### src/hdl/crc_unit_pkg.sv
// Constants and types shared by the byte-serial CRC register unit.
// Functional notes
// Control bits 7-5 read zero, writes ignored.
// Select bit 0 gives 32-bit polynomial 0x04C11DB7.
// Select bit 1 gives 16-bit polynomial 0x1021.
// Writing init bit one loads whole result.
// Init with value select 0 clears result.
// Init with value select 1 sets all ones.
// Byte pointer increments per port access, wraps.
// 32-bit mode: pointer picks bytes 0 to 3.
// 16-bit mode: pointer bit 0 picks byte.
// Each input byte folds into current result.
// Port read returns, write replaces, pointed byte.
// 16-bit: XOR high byte, shift left eight.
// 32-bit: XOR low byte, shift right eight.
// Result holds until init, overwrite or input.
// Fold completes in the cycle after write.
package crc_unit_pkg;

    // Register addresses on the special function register port.
    localparam logic [7:0] ADDR_CRC_CONTROL     = 8'h91;
    localparam logic [7:0] ADDR_CRC_RESULT_PORT = 8'h92;
    localparam logic [7:0] ADDR_CRC_BYTE_INPUT  = 8'h93;

    // Field positions inside the control register.
    localparam int CTL_SEL_BIT  = 4;
    localparam int CTL_INIT_BIT = 3;
    localparam int CTL_VAL_BIT  = 2;
    localparam int CTL_PTR_LSB  = 0;

    // Reset values of the registers.
    localparam logic [7:0]  CONTROL_RESET = 8'h00;
    localparam logic [7:0]  INPUT_RESET   = 8'h00;
    localparam logic [31:0] RESULT_RESET  = 32'h00000000;

    // Generator polynomials; the 32-bit engine runs reflected.
    localparam logic [31:0] POLY32      = 32'h04C11DB7;
    localparam logic [31:0] POLY32_REFL = 32'hEDB88320;
    localparam logic [15:0] POLY16      = 16'h1021;

    // The two selectable initial values of the result.
    localparam logic [31:0] INIT_ZERO = 32'h00000000;
    localparam logic [31:0] INIT_ONES = 32'hFFFFFFFF;

    // Input buffer shape.
    localparam int BYTE_W     = 8;
    localparam int FIFO_DEPTH = 32;

    // One access from the processor on the register port.
    typedef struct packed {
        logic [7:0] addr;
        logic       wr;
        logic       rd;
        logic [7:0] wdata;
    } sfr_req_type;

endpackage

### src/hdl/crc_byte_fold.sv
// Combinational fold of one input byte into a CRC result.
`timescale 1ns/100ps
`default_nettype none

module crc_byte_fold (
    input  wire logic [31:0] result_in,
    input  wire logic [7:0]  data_byte,
    input  wire logic        sel_crc16,
    output logic      [31:0] result_out
);

    // One entry per shift step; entry 0 holds the dividend.
    logic [31:0] step32 [0:8];
    logic [15:0] step16 [0:8];

    // Reflected 32-bit: the byte enters the low end.
    assign step32[0] = result_in ^ {24'h000000, data_byte};
    // MSB-first 16-bit: the byte enters the high end.
    assign step16[0] = result_in[15:0] ^ {data_byte, 8'h00};

    // Eight shift-and-subtract steps for both algorithms.
    for (genvar i = 0; i < 8; i++) begin : g_step
        // Right shift, subtract reflected polynomial on a one out.
        assign step32[i+1] = step32[i][0] ? ((step32[i] >> 1) ^ crc_unit_pkg::POLY32_REFL)
                                          : (step32[i] >> 1);
        // Left shift, subtract polynomial on a one out.
        assign step16[i+1] = step16[i][15] ? ((step16[i] << 1) ^ crc_unit_pkg::POLY16)
                                           : (step16[i] << 1);
    end

    // The 16-bit mode leaves the upper half of the register untouched.
    assign result_out = sel_crc16 ? {result_in[31:16], step16[8]} : step32[8];

endmodule

`default_nettype wire

### src/hdl/byte_fifo.sv
// Parameterised first-word-fall-through FIFO with valid and ready.
`timescale 1ns/100ps
`default_nettype none

module byte_fifo #(
    parameter int WIDTH = 8,
    parameter int DEPTH = 32
) (
    input  wire logic             clk_sys,
    input  wire logic             nrst,
    input  wire logic             ce,
    input  wire logic             in_valid,
    input  wire logic [WIDTH-1:0] in_data,
    output logic                  in_ready,
    output logic                  out_valid,
    output logic      [WIDTH-1:0] out_data,
    input  wire logic             out_ready
);

    localparam int PW = (DEPTH > 1) ? $clog2(DEPTH) : 1;
    localparam int CW = $clog2(DEPTH + 1);
    localparam logic [PW-1:0] LAST  = PW'(DEPTH - 1);
    localparam logic [CW-1:0] FULLC = CW'(DEPTH);

    // All FIFO state; ready is kept as a flop so it leaves clean.
    typedef struct packed {
        logic [DEPTH-1:0][WIDTH-1:0] mem;
        logic [PW-1:0]               wptr;
        logic [PW-1:0]               rptr;
        logic [CW-1:0]               count;
        logic                        ready;
    } fifo_state_type;

    fifo_state_type st_ff;
    fifo_state_type nxt_st;
    logic           push;
    logic           pop;

    assign in_ready  = st_ff.ready;
    assign out_valid = (st_ff.count != '0);
    assign out_data  = st_ff.mem[st_ff.rptr];
    assign push      = in_valid && st_ff.ready;
    assign pop       = out_valid && out_ready;

    // Pointer and count update; a full FIFO refuses the push.
    always_comb begin
        nxt_st = st_ff;
        if (push) begin
            nxt_st.mem[st_ff.wptr] = in_data;
            nxt_st.wptr = (st_ff.wptr == LAST) ? '0 : st_ff.wptr + 1'b1;
        end
        if (pop) begin
            nxt_st.rptr = (st_ff.rptr == LAST) ? '0 : st_ff.rptr + 1'b1;
        end
        nxt_st.count = st_ff.count + CW'(push) - CW'(pop);
        nxt_st.ready = (nxt_st.count != FULLC);
    end

    // State register, frozen while the clock enable is low.
    always_ff @(posedge clk_sys or negedge nrst) begin
        if (!nrst) begin
            st_ff <= '{mem: '0, wptr: '0, rptr: '0, count: '0, ready: 1'b1};
        end else if (ce) begin
            st_ff <= nxt_st;
        end
    end

endmodule

`default_nettype wire

### src/hdl/bytewise_crc_register_unit.sv
// Byte-serial CRC unit reached through three special function registers.
`timescale 1ns/100ps
`default_nettype none

module bytewise_crc_register_unit #(
    parameter int FIFO_DEPTH = crc_unit_pkg::FIFO_DEPTH
) (
    input  wire logic                      clk_sys,
    input  wire logic                      nrst,
    input  wire logic                      ce,
    input  wire crc_unit_pkg::sfr_req_type sfr_req,
    output logic                     [7:0] sfr_rdata,
    output logic                           crc_input_ready
);

    // The register state of the unit, all but the input buffer, in one record.
    typedef struct packed {
        logic        sel_crc16;   // Polynomial select: 0 is 32-bit, 1 is 16-bit.
        logic        val_ones;    // Initial value select: 1 gives all ones.
        logic [1:0]  ptr;         // Result byte pointer.
        logic [31:0] result;      // Internal CRC result register.
        logic [7:0]  last_in;     // Last byte written to the input register.
        logic [7:0]  rdata;       // Registered read data for the processor.
    } crc_state_type;

    crc_state_type st_ff;         // Current state.
    crc_state_type nxt_st;        // Next state from the combinational block.

    // Decoded accesses of this cycle.
    logic        wr_ctl;          // Write to the control register.
    logic        rd_ctl;          // Read of the control register.
    logic        wr_dat;          // Write to the result port.
    logic        rd_dat;          // Read of the result port.
    logic        wr_in;           // Write to the input register.
    logic        rd_in;           // Read of the input register.
    logic        init_req;        // Control write with the init bit set.

    // Buffer and engine connections.
    logic        fifo_in_ready;   // Buffer can take another byte.
    logic        fifo_out_valid;  // Buffer holds a byte for the engine.
    logic [7:0]  fifo_out_data;   // Oldest buffered byte.
    logic        fifo_out_ready;  // Engine takes the oldest byte.
    logic [31:0] folded;          // Result with the oldest byte folded in.

    // Byte lane chosen by the pointer.
    logic [1:0]  lane;            // Lane index of the result byte.
    logic [4:0]  lane_lsb;        // Lowest bit of that lane.

    // Address decode. The port comes from logic on the same clock, so
    // it is used directly without synchronising flops.
    always_comb begin
        wr_ctl = sfr_req.wr && (sfr_req.addr == crc_unit_pkg::ADDR_CRC_CONTROL);
        rd_ctl = sfr_req.rd && (sfr_req.addr == crc_unit_pkg::ADDR_CRC_CONTROL);
        wr_dat = sfr_req.wr && (sfr_req.addr == crc_unit_pkg::ADDR_CRC_RESULT_PORT);
        rd_dat = sfr_req.rd && (sfr_req.addr == crc_unit_pkg::ADDR_CRC_RESULT_PORT);
        wr_in  = sfr_req.wr && (sfr_req.addr == crc_unit_pkg::ADDR_CRC_BYTE_INPUT);
        rd_in  = sfr_req.rd && (sfr_req.addr == crc_unit_pkg::ADDR_CRC_BYTE_INPUT);
    end

    // A control write with the init bit high starts an initialisation.
    assign init_req = wr_ctl && sfr_req.wdata[crc_unit_pkg::CTL_INIT_BIT];

    // The engine takes a buffered byte in every enabled cycle. A byte
    // written just before an init or a result-port write must fold
    // first, or it would land on the freshly loaded value; the fold is
    // applied below before the software edits overwrite it.
    assign fifo_out_ready = 1'b1;

    // Pointer to lane mapping. In 16-bit mode only pointer bit 0 counts,
    // so values 00 and 10 both address the low byte.
    always_comb begin
        if (st_ff.sel_crc16) begin
            lane = {1'b0, st_ff.ptr[0]};
        end else begin
            lane = st_ff.ptr;
        end
        lane_lsb = {lane, 3'b000};
    end

    // Input buffer between the register port and the engine. The port
    // carries at most one byte per cycle and the engine drains one per
    // cycle, so the buffer never holds more than one byte. A full
    // buffer would refuse the byte, and crc_input_ready tells the
    // writer to hold off.
    byte_fifo #(
        .WIDTH (crc_unit_pkg::BYTE_W),
        .DEPTH (FIFO_DEPTH)
    ) u_input_fifo (
        .clk_sys   (clk_sys),
        .nrst      (nrst),
        .ce        (ce),
        .in_valid  (wr_in),
        .in_data   (sfr_req.wdata),
        .in_ready  (fifo_in_ready),
        .out_valid (fifo_out_valid),
        .out_data  (fifo_out_data),
        .out_ready (fifo_out_ready)
    );

    // The fold network sees the live result and the oldest byte.
    // The algorithm follows the select bit held now, so a mode change
    // takes effect for every byte folded after the control write.
    crc_byte_fold u_fold (
        .result_in  (st_ff.result),
        .data_byte  (fifo_out_data),
        .sel_crc16  (st_ff.sel_crc16),
        .result_out (folded)
    );

    // Next-state logic for the register file and the result.
    always_comb begin
        nxt_st = st_ff;

        // A byte leaving the buffer is folded into the result in the
        // same cycle it is taken, one full byte per clock.
        if (fifo_out_valid && fifo_out_ready) begin
            nxt_st.result = folded;
        end

        // Control register write. Bits 7 to 5 have no storage, so a
        // value written there is simply dropped.
        if (wr_ctl) begin
            nxt_st.sel_crc16 = sfr_req.wdata[crc_unit_pkg::CTL_SEL_BIT];
            nxt_st.val_ones  = sfr_req.wdata[crc_unit_pkg::CTL_VAL_BIT];
            nxt_st.ptr       = sfr_req.wdata[crc_unit_pkg::CTL_PTR_LSB +: 2];
        end

        // Initialisation loads all 32 bits, also in 16-bit mode, using
        // the value select written in the same access.
        if (init_req) begin
            if (sfr_req.wdata[crc_unit_pkg::CTL_VAL_BIT]) begin
                nxt_st.result = crc_unit_pkg::INIT_ONES;
            end else begin
                nxt_st.result = crc_unit_pkg::INIT_ZERO;
            end
        end

        // A result port write replaces only the pointed byte.
        if (wr_dat) begin
            nxt_st.result[lane_lsb +: 8] = sfr_req.wdata;
        end

        // Every result port access moves the pointer on by one; the
        // two-bit counter wraps from 11 to 00 by itself. A read and a
        // write in one cycle count as one access.
        if (wr_dat || rd_dat) begin
            nxt_st.ptr = st_ff.ptr + 2'b01;
        end

        // The input register keeps the last byte offered to it.
        if (wr_in) begin
            nxt_st.last_in = sfr_req.wdata;
        end

        // Read data. A result read takes its byte from the result after
        // this cycle's fold, so a read right after an input write sees
        // the updated value.
        if (rd_ctl) begin
            // Unused upper bits and the init bit read as zero.
            nxt_st.rdata = {3'b000, st_ff.sel_crc16, 1'b0,
                            st_ff.val_ones, st_ff.ptr};
        end else if (rd_dat) begin
            nxt_st.rdata = nxt_st.result[lane_lsb +: 8];
        end else if (rd_in) begin
            nxt_st.rdata = st_ff.last_in;
        end else if (sfr_req.rd) begin
            // Any other address answers with zero.
            nxt_st.rdata = 8'h00;
        end
    end

    // State register. With no access and an empty buffer the result
    // simply holds; only the three events above can change it.
    // The clock enable freezes every flop, the buffer included.
    always_ff @(posedge clk_sys or negedge nrst) begin
        if (!nrst) begin
            st_ff <= '{sel_crc16: 1'b0,
                       val_ones:  1'b0,
                       ptr:       2'b00,
                       result:    crc_unit_pkg::RESULT_RESET,
                       last_in:   crc_unit_pkg::INPUT_RESET,
                       rdata:     crc_unit_pkg::CONTROL_RESET};
        end else if (ce) begin
            st_ff <= nxt_st;
        end
    end

    // Outputs come straight from flops: read data here, buffer ready
    // from the flop inside the buffer.
    assign sfr_rdata       = st_ff.rdata;
    assign crc_input_ready = fifo_in_ready;

endmodule

`default_nettype wire

### config.mk
export PLATFORM = sky130hd
export DESIGN_NAME = bytewise_crc_register_unit
export DESIGN_NICKNAME = d
export VERILOG_FILES = /design/src/hdl/crc_unit_pkg.sv /design/src/hdl/crc_byte_fold.sv /design/src/hdl/byte_fifo.sv /design/src/hdl/bytewise_crc_register_unit.sv
export SDC_FILE = /design/constraint.sdc
export NUM_CORES = 1
export LEC_CHECK = 0
export BUFFER_PORTS_ARGS = -buffer_cell sky130_fd_sc_hd__buf_2
export CAP_MARGIN = 15
export CELL_PAD_IN_SITES_DETAIL_PLACEMENT = 1
export CELL_PAD_IN_SITES_GLOBAL_PLACEMENT = 1
export CORE_MARGIN = 2
export CORE_UTILIZATION = 45
export DETAILED_ROUTE_END_ITERATION = 10
export PLACE_DENSITY = 0.79
export SKIP_LAST_GASP = 1
export SLEW_MARGIN = 10
export SYNTH_ARGS = -nofsm -noshare
export SYNTH_HDL_FRONTEND = slang
export SYNTH_SLANG_ARGS = --single-unit
export TNS_END_PERCENT = 5
### constraint.sdc
create_clock -name clk_sys -period 4.25 [get_ports clk_sys]
set_input_delay 0 -clock clk_sys [delete_from_list [all_inputs] [get_ports clk_sys]]
set_output_delay 0 -clock clk_sys [all_outputs]
set_load 0.005 [all_outputs]
==> results.sh <==
export IMPL_status="finished, final reports clean"
export IMPL_min_path_type="in -> reg"
export IMPL_grt_pass1_vias=13700
export IMPL_relSlewSlack_pct=35.10
export IMPL_busiest_layer="met2"
export IMPL_syn_inst=1537
export IMPL_seq_area_frac_synth_pct=45.39
export IMPL_grt_max_degree=112
export IMPL_drive_gt1_share_pct=28.37
export IMPL_finalNetCount=1586
export IMPL_fin_crit_ps=3970
export IMPL_critical_path_peak_fanout=29
export IMPL_synthToLayoutAreaGrowth_pct=10.58
export IMPL_maxSlewViolCount=0
export IMPL_seq_area_mm2=0.008138
export IMPL_fin_crit_sh_pct=93.42
export IMPL_cts_tree="done"
export IMPL_required_ps=4680
export IMPL_cts_buffers=37
export IMPL_die_x_um=203.5
export IMPL_coreArea_mm2=0.03955
export IMPL_worstSetupEndpointType="flip-flop"
export IMPL_ys_ff_latch=325
export IMPL_grtUsageTotal_pct=25.91
export IMPL_antenna_found_initial=0
export IMPL_hpwl_um=35330
export IMPL_drtPass1Iterations=5
export IMPL_totalWireLength_um=52910
export IMPL_syn_avg_cell_area_um2=11.66
export IMPL_peakVddDrop_v=0.0008013
export IMPL_drc_errors=0
export IMPL_initial_core_util_pct=45.31
export IMPL_rsz0062_at_grt="false"
export IMPL_hold_viol_final=0
export IMPL_gr_total_overflow=0
export IMPL_grt_pass1_wl_um=82730
export IMPL_setup_viol=0
export IMPL_async_reset_ff_share_pct=100.0
export IMPL_viasPerCell=6.093
export IMPL_clkSinkCount=325
export IMPL_start_kind="flip-flop"
export IMPL_synthesis_area_mm2=0.01792
export IMPL_multi_input_area_mm2=0.009054
export IMPL_htree_levels=2
export IMPL_ys_flop_type="dfrtp_1"
export IMPL_drv_cap=0
export IMPL_grt_use_met2_pct=43.03
export IMPL_clk_pin_slew_ps=60
export IMPL_ant_nets=0
export IMPL_synth_edf_count=0
export IMPL_diodes=0
export IMPL_met1_usage_pct=34.65
export IMPL_leakage_nw=9.648
export IMPL_cpPeakStageDelay_ps=530
export IMPL_slowest_stage="dfrtp_4"
export IMPL_max_freq_ghz=0.2519
export IMPL_synth_top_cells_by_area="dfrtp_1 (45%), mux2_2 (17%), mux2i_1 (7.5%), a21oi_1 (2.8%), a22oi_1 (2.8%)"
export IMPL_port_buffer_count=29
export IMPL_die_area_mm2=0.04143
export IMPL_critPathKind="reg -> reg"
export IMPL_power_density_mw_per_mm2=956.2
export IMPL_ys_types=78
export IMPL_syn_nets=1579
export IMPL_path_buf_inv=1
export IMPL_cts_setup_buffers=0
export IMPL_synth_area_leader_cell="dfrtp_1"
export IMPL_ios=30
export IMPL_crit_family="compound AO/OA/AOI/OAI gates"
export IMPL_wl_per_cell_um=25.23
export IMPL_grt_use_met3_pct=3.436
export IMPL_clockBufferDepth=3
export IMPL_path_cells="buf_12 > mux2i_1 > a22oi_1 > a21oi_1 > nor4_4 > xnor2_4 > xor2_2 > xor2_1 > xnor2_1 > a211oi_1 > o311a_1 > o21ai_1"
export IMPL_drtIter0Drc=963
export IMPL_yosys_warnings=0
export IMPL_root_buffer="clkbuf_16"
export IMPL_dr_total_vias=12780
export IMPL_gp_congestion=0.9597
export IMPL_fp_row_count=73
export IMPL_fill_cells=4083
export IMPL_clk_latency_ps=550
export IMPL_setup_tns_ps=0
export IMPL_hold_slack_ps=47.72
export IMPL_yosys_area_top_type_share_pct=45.25
export IMPL_fin_skew_ps=19.10
export IMPL_tightest_slew_ps=973.5
export IMPL_chipHeight_um=203.5
export IMPL_cp_arrival_ps=4400
worst reg2reg max path: cells and delay by family, from the launching register on:
kind            cells  cell delay (ps)
compound gates      5             1380
xor+xnor            4             1060
buf+inv             1              200
flops               1              530
mux                 1              190
simple gates        1              490
cells in the mapped netlist, drive strengths merged, types with 3 or more instances:
master and count:
and2 10, a211oi 7, a21o 5, xnor2 67, a22o 3, o31ai 6
xnor3 12, o21a 3, nor3 19, a22oi 66, o311ai 3, nor2b 3
a21oi 102, clkbuf 77, nor2 73, o211ai 6, nand4 6, a221o 3
nand2b 7, nand2 93, inv 19, mux2i 134, xor2 14, nor3b 3
o21ai 43, nor4 10, ha 20, dfrtp 324, a31oi 7, xor3 3
and3 16, buf 38, mux2 275, nand3 15, o22ai 6
registers in the layout, summed over array words and instances, names as in the netlist:
name and cells:
st_ff 44, u_input_fifo.in_ready 1, u_input_fifo.st_ff 272, sfr_rdata 8
final timing paths:
| path | start | slack (ps) | cells past startpoint | to |
|---|---|---|---|---|
| worst max-delay path | u_input_fifo.st_ff[8]$_DFFE_PN0P_ | 280 | 12 | sfr_rdata[4]$_DFFE_PN0P_ |
| worst max register to register | u_input_fifo.st_ff[8]$_DFFE_PN0P_ | 280 | 12 | sfr_rdata[4]$_DFFE_PN0P_ |
| worst min-delay path | sfr_req[10] | 50 | 4 | sfr_rdata[3]$_DFFE_PN0P_ |
| max in group asynchronous | nrst | 3020 | 3 | u_input_fifo.st_ff[8]$_DFFE_PN0P_ |
| min in group asynchronous | nrst | 90 | 2 | u_input_fifo.st_ff[44]$_DFFE_PN0P_ |
| worst min register to register | u_input_fifo.st_ff[116]$_DFFE_PN0P_ | 500 | 1 | u_input_fifo.st_ff[116]$_DFFE_PN0P_ |
stage by stage:
stage          power [mW]  instance area, µm²  instances  util (%)  setup WS (ps)
6_report            18.95               19810       2097     50.10          279.7
5_1_grt             19.85               19810       2097     50.10          140.9
4_1_cts             18.77               19810       2097     50.08          272.1
3_5_place_dp        15.39               18510       2025     46.79          346.2
3_3_place_gp        15.15               18510       2025     46.79          400.6
2_1_floorplan       12.42               17920       1537         -          965.6
metal layers:
layer / share of wire [%] / up-vias / wire, µm
met5: 0 / - / 0
met4: 3.6 / 0 / 1912
met3: 5.5 / 124 / 2902
met2: 48 / 406 / 25370
met1: 43 / 6683 / 22720
li1: - / 5565 / -
power by group:
| part | internal [mW] | total (mW) | leakage, nW | switching, mW |
|---|---|---|---|---|
| logic | 5.42 | 11.9 | 4.61 | 6.53 |
| clock network | 1.95 | 3.25 | 0.625 | 1.30 |
| registers | 3.39 | 3.75 | 4.41 | 0.362 |
what timing repair did:
item | CTS | global route
endpoints found under the hold margin | 111 | 0
hold buffers | 5 | 0
setup endpoints to repair | 0 | 1
resized for setup | 0 | 1
layout by cell type (no fill, tap or decap), drive strengths merged, types with 20 or more instances in the layout:
cell	Yosys	layout
xnor2	67	67
mux2i	134	134
dfrtp	324	324
a22oi	66	66
ha	20	20
a21oi	102	102
nand2	93	93
nor2	73	73
o21ai	43	43
mux2	275	275
buf	38	78
clkbuf	77	58
logic make-up after synthesis:
kind of cell	Yosys count	synth area share, %
buffers and inverters	136	4.169
and+or+nand+nor	267	7.506
xor gates and xnor gates	96	6.641
adders and majority gates	21	1.508
DFF	325	45.39
AOI/OAI and AO/OA	283	10.01
muxes	409	24.77
layout make-up:
| type | count | share of cell area, % |
|---|---|---|
| clock inverters | 9 | 0.4294 |
| repair buffers | 83 | 3.208 |
| well taps | 525 | 3.315 |
| flip-flops and latches | 325 | 41.07 |
| multi-input cells | 1076 | 45.69 |
| inverters | 21 | 0.3978 |
| clock buffers | 58 | 5.885 |
Note: power is estimated with default switching activity, not from simulation.
